**config.mk**
```make
export PLATFORM = sky130hd
export DESIGN_NAME = papc_top
export DESIGN_NICKNAME = d
export VERILOG_FILES = /design/src/hw/papc_pkg.sv /design/src/hw/papc_top.sv /design/src/hw/papc_line.sv
export SDC_FILE = /design/constraint.sdc
export NUM_CORES = 1
export LEC_CHECK = 0
export ABC_AREA = 1
export ABC_CLOCK_PERIOD_IN_PS = 1460
export BUFFER_PORTS_ARGS = -buffer_cell sky130_fd_sc_hd__buf_2
export CAP_MARGIN = 15
export CORE_MARGIN = 2
export CORE_UTILIZATION = 44
export DETAILED_ROUTE_END_ITERATION = 8
export PLACE_DENSITY = 0.76
export SYNTH_ARGS = -nofsm -noshare
export SYNTH_HDL_FRONTEND = slang
export SYNTH_HIERARCHICAL = 1
export SYNTH_SLANG_ARGS = --single-unit
```
**constraint.sdc**
```tcl
create_clock -name pclk -period 1.46 [get_ports pclk]
set_clock_uncertainty 0.1 [all_clocks]
set_input_delay 0 -clock pclk [delete_from_list [all_inputs] [get_ports pclk]]
set_output_delay 0 -clock pclk [all_outputs]
set_load 0.01 [all_outputs]
```
**src/hw/papc_pkg.sv**
```systemverilog
// package: register map, field layout and reset values of the port and pad control block
package papc_pkg;
  localparam int PAPC_ADDR_W = 18;
  // the pad register's printed location is a word index; its byte address is four times it
  localparam logic [15:0] PAPC_IDX_PAD = 16'hf0aa;
  localparam logic [PAPC_ADDR_W-1:0] PAPC_OFF_PAD = {PAPC_IDX_PAD, 2'b00};
  localparam logic [PAPC_ADDR_W-1:0] PAPC_OFF_LATCH = 18'h0_0000;
  localparam logic [PAPC_ADDR_W-1:0] PAPC_OFF_DIR = 18'h0_0004;
  localparam logic [PAPC_ADDR_W-1:0] PAPC_OFF_AFEN = 18'h0_0008;
  localparam logic [PAPC_ADDR_W-1:0] PAPC_OFF_PIN = 18'h0_000c;
  localparam logic [PAPC_ADDR_W-1:0] PAPC_OFF_AFIN = 18'h0_0010;
  localparam logic [PAPC_ADDR_W-1:0] PAPC_OFF_MODE = 18'h0_0014;
  localparam int PAPC_SE_LSB = 0;
  localparam int PAPC_SD_LSB = 2;
  localparam int PAPC_LE_LSB = 4;
  localparam int PAPC_LD_LSB = 6;
  localparam int PAPC_PAD_W = 8;
  localparam logic [7:0] PAPC_PAD_RST = 8'h00;
  localparam logic [1:0] PAPC_EDGE_FAST = 2'h0;
  localparam logic [1:0] PAPC_EDGE_SLOW = 2'h1;
  localparam logic [1:0] PAPC_DRV_HIGH = 2'h0;
  localparam logic [1:0] PAPC_DRV_DYN = 2'h1;
  localparam logic [1:0] PAPC_DRV_LOW = 2'h2;
  localparam int PAPC_SEG_LO = 16;
  localparam int PAPC_SEG_W = 8;
endpackage

```
**src/hw/papc_top.sv**
```systemverilog
// top: apb registers, port lines and dedicated strobe pad control
module papc_top
  import papc_pkg::*;
#(
  parameter int N = 8, // number of port lines
  parameter logic [7:0] AF_OUT_MASK = 8'hff, // lines whose alternate is an output
  parameter logic [7:0] AF_AUTO_MASK = 8'h00, // lines with automatic direction
  parameter logic [7:0] AF_PWM_MASK = 8'h00 // pulse-width output lines
)
(
  input wire logic pclk, // clock, 50 MHz
  input wire logic presetn, // async reset, low
  input wire logic psel, // apb select
  input wire logic penable, // apb enable
  input wire logic pwrite, // apb direction
  input wire logic [PAPC_ADDR_W-1:0] paddr, // apb byte address
  input wire logic [31:0] pwdata, // apb write data
  input wire logic [3:0] pstrb, // apb byte strobes
  output logic [31:0] prdata, // apb read data
  output logic pready, // apb ready
  output logic pslverr, // apb error
  input wire logic [N-1:0] af_dout, // alternate output data per line
  input wire logic [N-1:0] hw_dir, // hardware direction per line
  input wire logic [23:0] bus_addr, // external bus address
  input wire logic [N-1:0] pin_in, // pin levels
  output logic [N-1:0] pin_o, // pin drive values
  output logic [N-1:0] pin_oe_n, // pin enables, low drives
  output logic [N-1:0] af_din, // alternate input data
  output logic [1:0] strobe_edge_select, // read and write strobe edge
  output logic [1:0] strobe_drive_select, // read and write strobe drive
  output logic [1:0] latch_enable_edge_select, // address latch edge
  output logic [1:0] latch_enable_drive_select, // address latch drive
  output logic [7:0] seg_addr_o // segment address port
);
  logic [7:0] pad_r;
  logic [N-1:0] latch_r;
  logic [N-1:0] dir_r;
  logic [N-1:0] afen_r;
  logic seg_en_r;
  logic [31:0] rdata_nxt;
  logic [N-1:0] pin_rd;

  wire setup = psel && !penable;
  wire wr_acc = psel && penable && pwrite;
  wire hit_pad = paddr == PAPC_OFF_PAD;
  wire hit_latch = paddr == PAPC_OFF_LATCH;
  wire hit_dir = paddr == PAPC_OFF_DIR;
  wire hit_afen = paddr == PAPC_OFF_AFEN;
  wire hit_pin = paddr == PAPC_OFF_PIN;
  wire hit_afin = paddr == PAPC_OFF_AFIN;
  wire hit_mode = paddr == PAPC_OFF_MODE;
  wire mapped = hit_pad | hit_latch | hit_dir | hit_afen | hit_pin | hit_afin | hit_mode;
  wire wr_ok = wr_acc && pready && !pslverr;
  wire lo_en = pstrb[0];
  // reserved codes are stored as written; the pad simply holds its last legal setting
  wire [1:0] se_w = pwdata[PAPC_SE_LSB +: 2];
  wire [1:0] sd_w = pwdata[PAPC_SD_LSB +: 2];
  wire [1:0] le_w = pwdata[PAPC_LE_LSB +: 2];
  wire [1:0] ld_w = pwdata[PAPC_LD_LSB +: 2];
  wire se_legal = se_w inside {PAPC_EDGE_FAST, PAPC_EDGE_SLOW};
  wire sd_legal = sd_w inside {PAPC_DRV_HIGH, PAPC_DRV_DYN, PAPC_DRV_LOW};
  wire le_legal = le_w inside {PAPC_EDGE_FAST, PAPC_EDGE_SLOW};
  wire ld_legal = ld_w inside {PAPC_DRV_HIGH, PAPC_DRV_DYN, PAPC_DRV_LOW};

  always_comb
  begin
    rdata_nxt = 32'h0000_0000;
    if (hit_pad)
      rdata_nxt[PAPC_PAD_W-1:0] = pad_r;
    else if (hit_latch)
      rdata_nxt[N-1:0] = latch_r;
    else if (hit_dir)
      rdata_nxt[N-1:0] = dir_r;
    else if (hit_afen)
      rdata_nxt[N-1:0] = afen_r;
    else if (hit_pin)
      rdata_nxt[N-1:0] = pin_rd;
    else if (hit_afin)
      rdata_nxt[N-1:0] = af_din;
    else if (hit_mode)
      rdata_nxt[0] = seg_en_r;
  end

  // no wait state: setup cycle prepares the answer, the first access cycle completes it
  always_ff @(posedge pclk or negedge presetn)
  begin
    if (!presetn)
    begin
      pready <= 1'b0;
      pslverr <= 1'b0;
      prdata <= 32'h0000_0000;
    end
    else
    begin
      pready <= setup;
      pslverr <= setup && !mapped;
      prdata <= (setup && !pwrite) ? rdata_nxt : prdata;
    end
  end

  always_ff @(posedge pclk or negedge presetn)
  begin
    if (!presetn)
    begin
      pad_r <= PAPC_PAD_RST;
      latch_r <= '0;
      dir_r <= '0;
      afen_r <= '0;
      seg_en_r <= 1'b0;
    end
    else if (wr_ok && lo_en)
    begin
      if (hit_pad)
      begin
        pad_r[PAPC_SE_LSB +: 2] <= se_w;
        pad_r[PAPC_SD_LSB +: 2] <= sd_w;
        pad_r[PAPC_LE_LSB +: 2] <= le_w;
        pad_r[PAPC_LD_LSB +: 2] <= ld_w;
      end
      if (hit_latch)
        latch_r <= pwdata[N-1:0];
      if (hit_dir)
        dir_r <= pwdata[N-1:0];
      if (hit_afen)
        afen_r <= pwdata[N-1:0];
      if (hit_mode)
        seg_en_r <= pwdata[0];
    end
  end

  // pad outputs only move to legal codes
  always_ff @(posedge pclk or negedge presetn)
  begin
    if (!presetn)
    begin
      strobe_edge_select <= PAPC_EDGE_FAST;
      strobe_drive_select <= PAPC_DRV_HIGH;
      latch_enable_edge_select <= PAPC_EDGE_FAST;
      latch_enable_drive_select <= PAPC_DRV_HIGH;
    end
    else if (wr_ok && lo_en && hit_pad)
    begin
      if (se_legal)
        strobe_edge_select <= se_w;
      if (sd_legal)
        strobe_drive_select <= sd_w;
      if (le_legal)
        latch_enable_edge_select <= le_w;
      if (ld_legal)
        latch_enable_drive_select <= ld_w;
    end
  end

  always_ff @(posedge pclk or negedge presetn)
  begin
    if (!presetn)
      seg_addr_o <= 8'h00;
    else if (seg_en_r)
      seg_addr_o <= bus_addr[PAPC_SEG_LO +: PAPC_SEG_W];
  end

  // each line carries a single alternate function, fixed by the masks
  genvar i;
  generate
    for (i = 0; i < N; i++)
    begin : g_line
      papc_line u_line (
        .pclk(pclk),
        .presetn(presetn),
        .latch_bit(latch_r[i]),
        .dir_bit(dir_r[i]),
        .af_en(afen_r[i]),
        .af_is_out(AF_OUT_MASK[i]),
        .af_auto(AF_AUTO_MASK[i]),
        .af_no_and(AF_PWM_MASK[i]),
        .hw_dir(hw_dir[i]),
        .af_dout(af_dout[i]),
        .pin_in(pin_in[i]),
        .pin_o_r(pin_o[i]),
        .pin_oe_n_r(pin_oe_n[i]),
        .af_din_r(af_din[i]),
        .pin_rd_r(pin_rd[i])
      );
    end
  endgenerate

  property p_pad_low_byte;
    @(posedge pclk) disable iff (!presetn)
    (psel && !penable && !pwrite && hit_pad) |=> prdata[31:PAPC_PAD_W] == 24'h00_0000;
  endproperty
  a_pad_low_byte: assert property (p_pad_low_byte) else $error("pad high bits nonzero");

  property p_edge_legal;
    @(posedge pclk) disable iff (!presetn)
    strobe_edge_select[1] == 1'b0 && latch_enable_edge_select[1] == 1'b0;
  endproperty
  a_edge_legal: assert property (p_edge_legal) else $error("reserved edge code applied");

  property p_drive_legal;
    @(posedge pclk) disable iff (!presetn)
    strobe_drive_select != 2'h3 && latch_enable_drive_select != 2'h3;
  endproperty
  a_drive_legal: assert property (p_drive_legal) else $error("reserved drive code applied");

  property p_pad_write;
    @(posedge pclk) disable iff (!presetn)
    (wr_ok && lo_en && hit_pad && le_legal) |=> latch_enable_edge_select == $past(le_w);
  endproperty
  a_pad_write: assert property (p_pad_write) else $error("latch edge not updated");

  property p_ld_write;
    @(posedge pclk) disable iff (!presetn)
    (wr_ok && lo_en && hit_pad && ld_legal) |=> latch_enable_drive_select == $past(ld_w);
  endproperty
  a_ld_write: assert property (p_ld_write) else $error("latch drive not updated");

  property p_reset_input;
    @(posedge pclk) $rose(presetn) |-> pin_oe_n == {N{1'b1}};
  endproperty
  a_reset_input: assert property (p_reset_input) else $error("line not input after reset");

  property p_and_latch;
    @(posedge pclk) disable iff (!presetn)
    (afen_r[0] && AF_OUT_MASK[0] && !AF_PWM_MASK[0] && !AF_AUTO_MASK[0] && dir_r[0])
      |=> pin_o[0] == ($past(latch_r[0]) & $past(af_dout[0]));
  endproperty
  a_and_latch: assert property (p_and_latch) else $error("alternate output not anded");

  property p_sw_trigger;
    @(posedge pclk) disable iff (!presetn)
    (dir_r[0] && !AF_AUTO_MASK[0] && !(afen_r[0] && AF_OUT_MASK[0]))
      |=> af_din[0] == $past(latch_r[0]) && pin_o[0] == $past(latch_r[0]);
  endproperty
  a_sw_trigger: assert property (p_sw_trigger) else $error("latch not looped to input");

  property p_seg;
    @(posedge pclk) disable iff (!presetn)
    seg_en_r |=> seg_addr_o == $past(bus_addr[23:16]);
  endproperty
  a_seg: assert property (p_seg) else $error("segment address wrong");

  property p_answer;
    @(posedge pclk) disable iff (!presetn)
    (psel && !penable) |=> pready ##1 (!pready || $past(psel && !penable));
  endproperty
  a_answer: assert property (p_answer) else $error("apb answer timing wrong");

  c_pad_wr: cover property (@(posedge pclk) disable iff (!presetn) wr_ok && hit_pad);
  c_err: cover property (@(posedge pclk) disable iff (!presetn) pready && pslverr);
  c_seg: cover property (@(posedge pclk) disable iff (!presetn) seg_en_r);
  c_drive: cover property (@(posedge pclk) disable iff (!presetn) pin_oe_n != {N{1'b1}});
endmodule

```
**src/hw/papc_line.sv**
```systemverilog
// one port line: direction, latch and alternate function combining
module papc_line
  import papc_pkg::*;
(
  input wire logic pclk, // clock
  input wire logic presetn, // async reset, low
  input wire logic latch_bit, // port output latch
  input wire logic dir_bit, // pin_direction_bit, 1 = output
  input wire logic af_en, // alternate function enabled
  input wire logic af_is_out, // alternate function is an output
  input wire logic af_auto, // hardware controls direction
  input wire logic af_no_and, // pulse-width output, bypasses latch and
  input wire logic hw_dir, // hardware direction when automatic
  input wire logic af_dout, // alternate output data
  input wire logic pin_in, // pin level from outside
  output logic pin_o_r, // pin drive value
  output logic pin_oe_n_r, // output enable, low while driving
  output logic af_din_r, // alternate input data
  output logic pin_rd_r // sampled pin level
);
  wire eff_dir = (af_en && af_auto) ? hw_dir : dir_bit;
  wire use_af_out = af_en && af_is_out;
  wire af_val = af_no_and ? af_dout : (latch_bit & af_dout);
  wire drive_val = use_af_out ? af_val : latch_bit;
  // with the driver on, the pin reads back what is driven, so the drive value (the latch, or the alternate output when used) feeds the input
  wire level = eff_dir ? drive_val : pin_in;

  always_ff @(posedge pclk or negedge presetn)
  begin
    if (!presetn)
    begin
      pin_o_r <= 1'b0;
      pin_oe_n_r <= 1'b1;
      af_din_r <= 1'b0;
      pin_rd_r <= 1'b0;
    end
    else
    begin
      pin_o_r <= drive_val;
      pin_oe_n_r <= !eff_dir;
      af_din_r <= level;
      pin_rd_r <= level;
    end
  end

  property p_oe_follows_dir;
    @(posedge pclk) disable iff (!presetn)
    1'b1 |=> pin_oe_n_r == !$past(eff_dir);
  endproperty
  a_oe_follows_dir: assert property (p_oe_follows_dir)
    else $error("pin enable does not follow direction");

  property p_af_gated;
    @(posedge pclk) disable iff (!presetn)
    (use_af_out && !af_no_and && !latch_bit) |=> !pin_o_r;
  endproperty
  a_af_gated: assert property (p_af_gated)
    else $error("alternate output not gated by latch");
endmodule

```
==> out/metrics.yaml <==
status: "complete, but fails checks"
violations: "negative hold slack, negative setup slack"
syn2layout_area_growth_pct: 39.8
worstSetupPathType: "reg2reg"
final.setup.tns_ns: -2.00
critPathArrivalTime_ns: 1.69
critPathRequiredTime_ns: 1.60
nets: 861
synth_top_area_share_pct: 42.4
synth.area.top_cells: "dfrtp_1 (42%), nand2_1 (11%), nand3_1 (6.4%)"
yosys.cell_count.top_type: "nand2_1"
port_buffers: 113
setup_viol_count_final: 36
die_w_microns: 104
ios: 181
final-hold-violation-count: 14
async_flop_share_pct: 100
synth-simple-area-share_pct: 33.9
fp-row-count: 36
synth_edf_count: 0
hp-class: "in2async"
vdd_drop_max_v: 0.000439
ys_ff_latch: 83
drv.max_cap_violation_count: 0
fin_crit_sh_pct: 106
cp-start-kind: "flip-flop"
fin_ws_ns: -0.0849
routedWlPerCell_microns: 13.5
fin_area_sq_um: 6190
synth.area.mux_share_pct: 0
crit_family: "simple AND/OR/NAND/NOR gates"
yosysSeqAreaShare_pct: 47.1
netlist_instances: 536
slowest_stage: "dfrtp_1"
post-synth-top-area-cell: "dfrtp_1"
firstDrtPassIters: 5
dp_hpwl_mm: 8.16
grt_pass1_vias: 4071
rsz0062_at_grt: "yes"
start_util_pct: 45.3
antenna_found_initial: 0
diodes: 0
tightest_slew_ns: 0.909
path_cells: "nor3b_2, nand3_2, or2_4, buf_6, nand2_2, o21ai_2"
clk_path_buf_depth: 2
maxSlewHeadroom_pct: 38.9
drt_wl_total_mm: 12.1
wl_met3_microns: 794
grt_usage_pct: 22.2
via_count: 4259
grt-ovfl-total: 0
ctsRootBufferMaster: "clkbuf_8"
synth_compound_area_share_pct: 6.30
dieArea_sq_um: 10900
drive_above_1_share_pct: 35.8
maxUsedRoutingLayer: "met4"
yosysWarnings: 6
grt_start_max_net_pins: 42
cts_buffers: 9
htreeDepth: 3
yosys-top-cells-count: "nand2_1 (126), dfrtp_1 (75), nand3_1 (57)"
dieHeight_microns: 104
fill_cells: 837
ys_types: 35
cp.depth: 6
period_minus_slack_ns: 1.54
hold_ws_ns: -0.0395
cts_tree: "yes"
synth_top_family_by_area: "simple AND/OR/NAND/NOR gates"
end_kind: "flip-flop"
vias_per_cell: 4.77
synth_ff_type: "dfrtp_1"
drcViolationCount: 0
synthesis.area_sq_um: 4430
clock_latency_ns: 0.37
synthAdderAreaFrac_pct: 0
core_area_sq_um: 9770
place_area_sq_um: 5310
ant_nets: 0
first_iter_violations: 310
r2r_cells: 6
r2r_slack_ns: -0.08
met2WireLength_mm: 6.00
cts_sinks: 83
p_per_area_nw_per_um2: 742
avgSynthCellArea_sq_um: 8.27
wl_met1_mm: 4.98
worst_path_largest_cell_delay_ns: 0.39
path_max_fanout: 8
leakagePower_nw: 3.12
path_buf_inv: 1
clk_pin_slew_ns: 0.08
grt_pass1_wl_mm: 19.3
synth-xor-area-share_pct: 0
max_clock_freq_ghz: 0.647
place_congestion: 0.842
slew_violations: 0
-- sequential cells by signal (all words and copies together), names as in the netlist --
name                       flops
afen_r                         8
dir_r                          8
g_line.u_line/pin_o_r          8
g_line.u_line/pin_oe_n_r       8
g_line.u_line/pin_rd_r         8
latch_enable_drive_select      2
latch_enable_edge_select       2
latch_r                        8
pad_r                          8
prdata                         8
pready                         1
pslverr                        1
seg_addr_o                     8
seg_en_r                       1
strobe_drive_select            2
strobe_edge_select             2
-- what timing repair did --
item / 4_1_cts / 5_1_grt
gates cloned: 2 / 0
pin swaps: 10 / 14
hold buffers: 39 / 1
gates resized for setup: 19 / 44
setup endpoints to repair: 38 / 57
hold endpoints to repair: 150 / 5
buffers inserted: 1 / 9
-- cell usage in the layout (no fill, tap or decap), types with 6 or more instances in the layout --
| cell type | count |
|---|---|
| buf_2 | 112 |
| inv_1 | 51 |
| inv_2 | 12 |
| conb_1 | 64 |
| o21ai_2 | 10 |
| nand2_1 | 110 |
| o21ai_1 | 19 |
| nand2_2 | 41 |
| dfrtp_1 | 73 |
| dlygate4sd3_1 | 37 |
| nor2_1 | 31 |
| nand4_1 | 21 |
| buf_4 | 29 |
| o21ai_0 | 10 |
| clkbuf_8 | 9 |
| and2_1 | 8 |
| dfstp_2 | 8 |
| nand3_4 | 6 |
| nand3_1 | 54 |
| nor2_4 | 9 |
-- layer usage --
layer  vias to the layer above  global-route usage (%)
met2                       173                    37.4
met3                        21                    4.32
met4                         0                    9.75
li1                       2062                       -
met1                      2003                    27.7
met5                         -                       0
-- area by class of cell --
| cell class | count | area (sq um) | share of cell area (%) |
|---|---|---|---|
| sequential | 83 | 2090 | 33.7 |
| clock buffer | 10 | 128 | 2.06 |
| clock inverter | 6 | 90.1 | 1.45 |
| multi-input combinational | 412 | 2220 | 35.8 |
| inverter | 63 | 236 | 3.82 |
| tap | 133 | 166 | 2.69 |
| timing repair buffer | 185 | 1270 | 20.4 |
-- cell families (layout without fill, tap and decap cells) --
family,after synthesis,after routing
buffers and inverters,105,264
other,2,64
AND/OR/NAND/NOR,298,300
flip-flops,83,83
AO/OA/AOI/OAI,48,48
-- final timing paths --
check                         startpoint                            to
setup / recovery                 pslverr                     afen_r[5]
hold / removal                   presetn   latch_enable_edge_select[0]
setup reg to reg                 pslverr                     afen_r[5]
hold reg to reg            seg_addr_o[0]                 seg_addr_o[0]
max in group asynchronous        presetn     g_line[5].u_line/pin_rd_r
min in group pclk               paddr[3]  latch_enable_drive_select[1]
-- stage by stage --
| step | cells | power [mW] | utilization (%) | setup slack (ns) | hold slack [ns] |
|---|---|---|---|---|---|
| 6_report | 892 | 4.60 | 63.4 | -0.0849 | -0.0395 |
| 5_1_grt | 892 | 4.76 | 63.4 | -0.167 | 0.000351 |
| 4_1_cts | 885 | 4.61 | 61.3 | -0.0954 | -0.110 |
| 3_5_place_dp | 827 | 2.73 | 54.3 | -0.121 | -0.151 |
| 3_3_place_gp | 827 | 2.72 | 54.3 | -0.0875 | -0.158 |
| 2_1_floorplan | 598 | 2.57 | - | -0.0924 | -0.396 |
-- power breakdown --
part           total [mW]  switching [mW]  leakage, nW  internal, mW
Sequential           2.32          0.0126         1.07          2.31
Clock                1.82           0.859       0.0947         0.963
Combinational       0.450           0.259         1.96         0.191
Total                4.60            1.13         3.12          3.47
No activity file was read; power rests on OpenSTA's default activity.
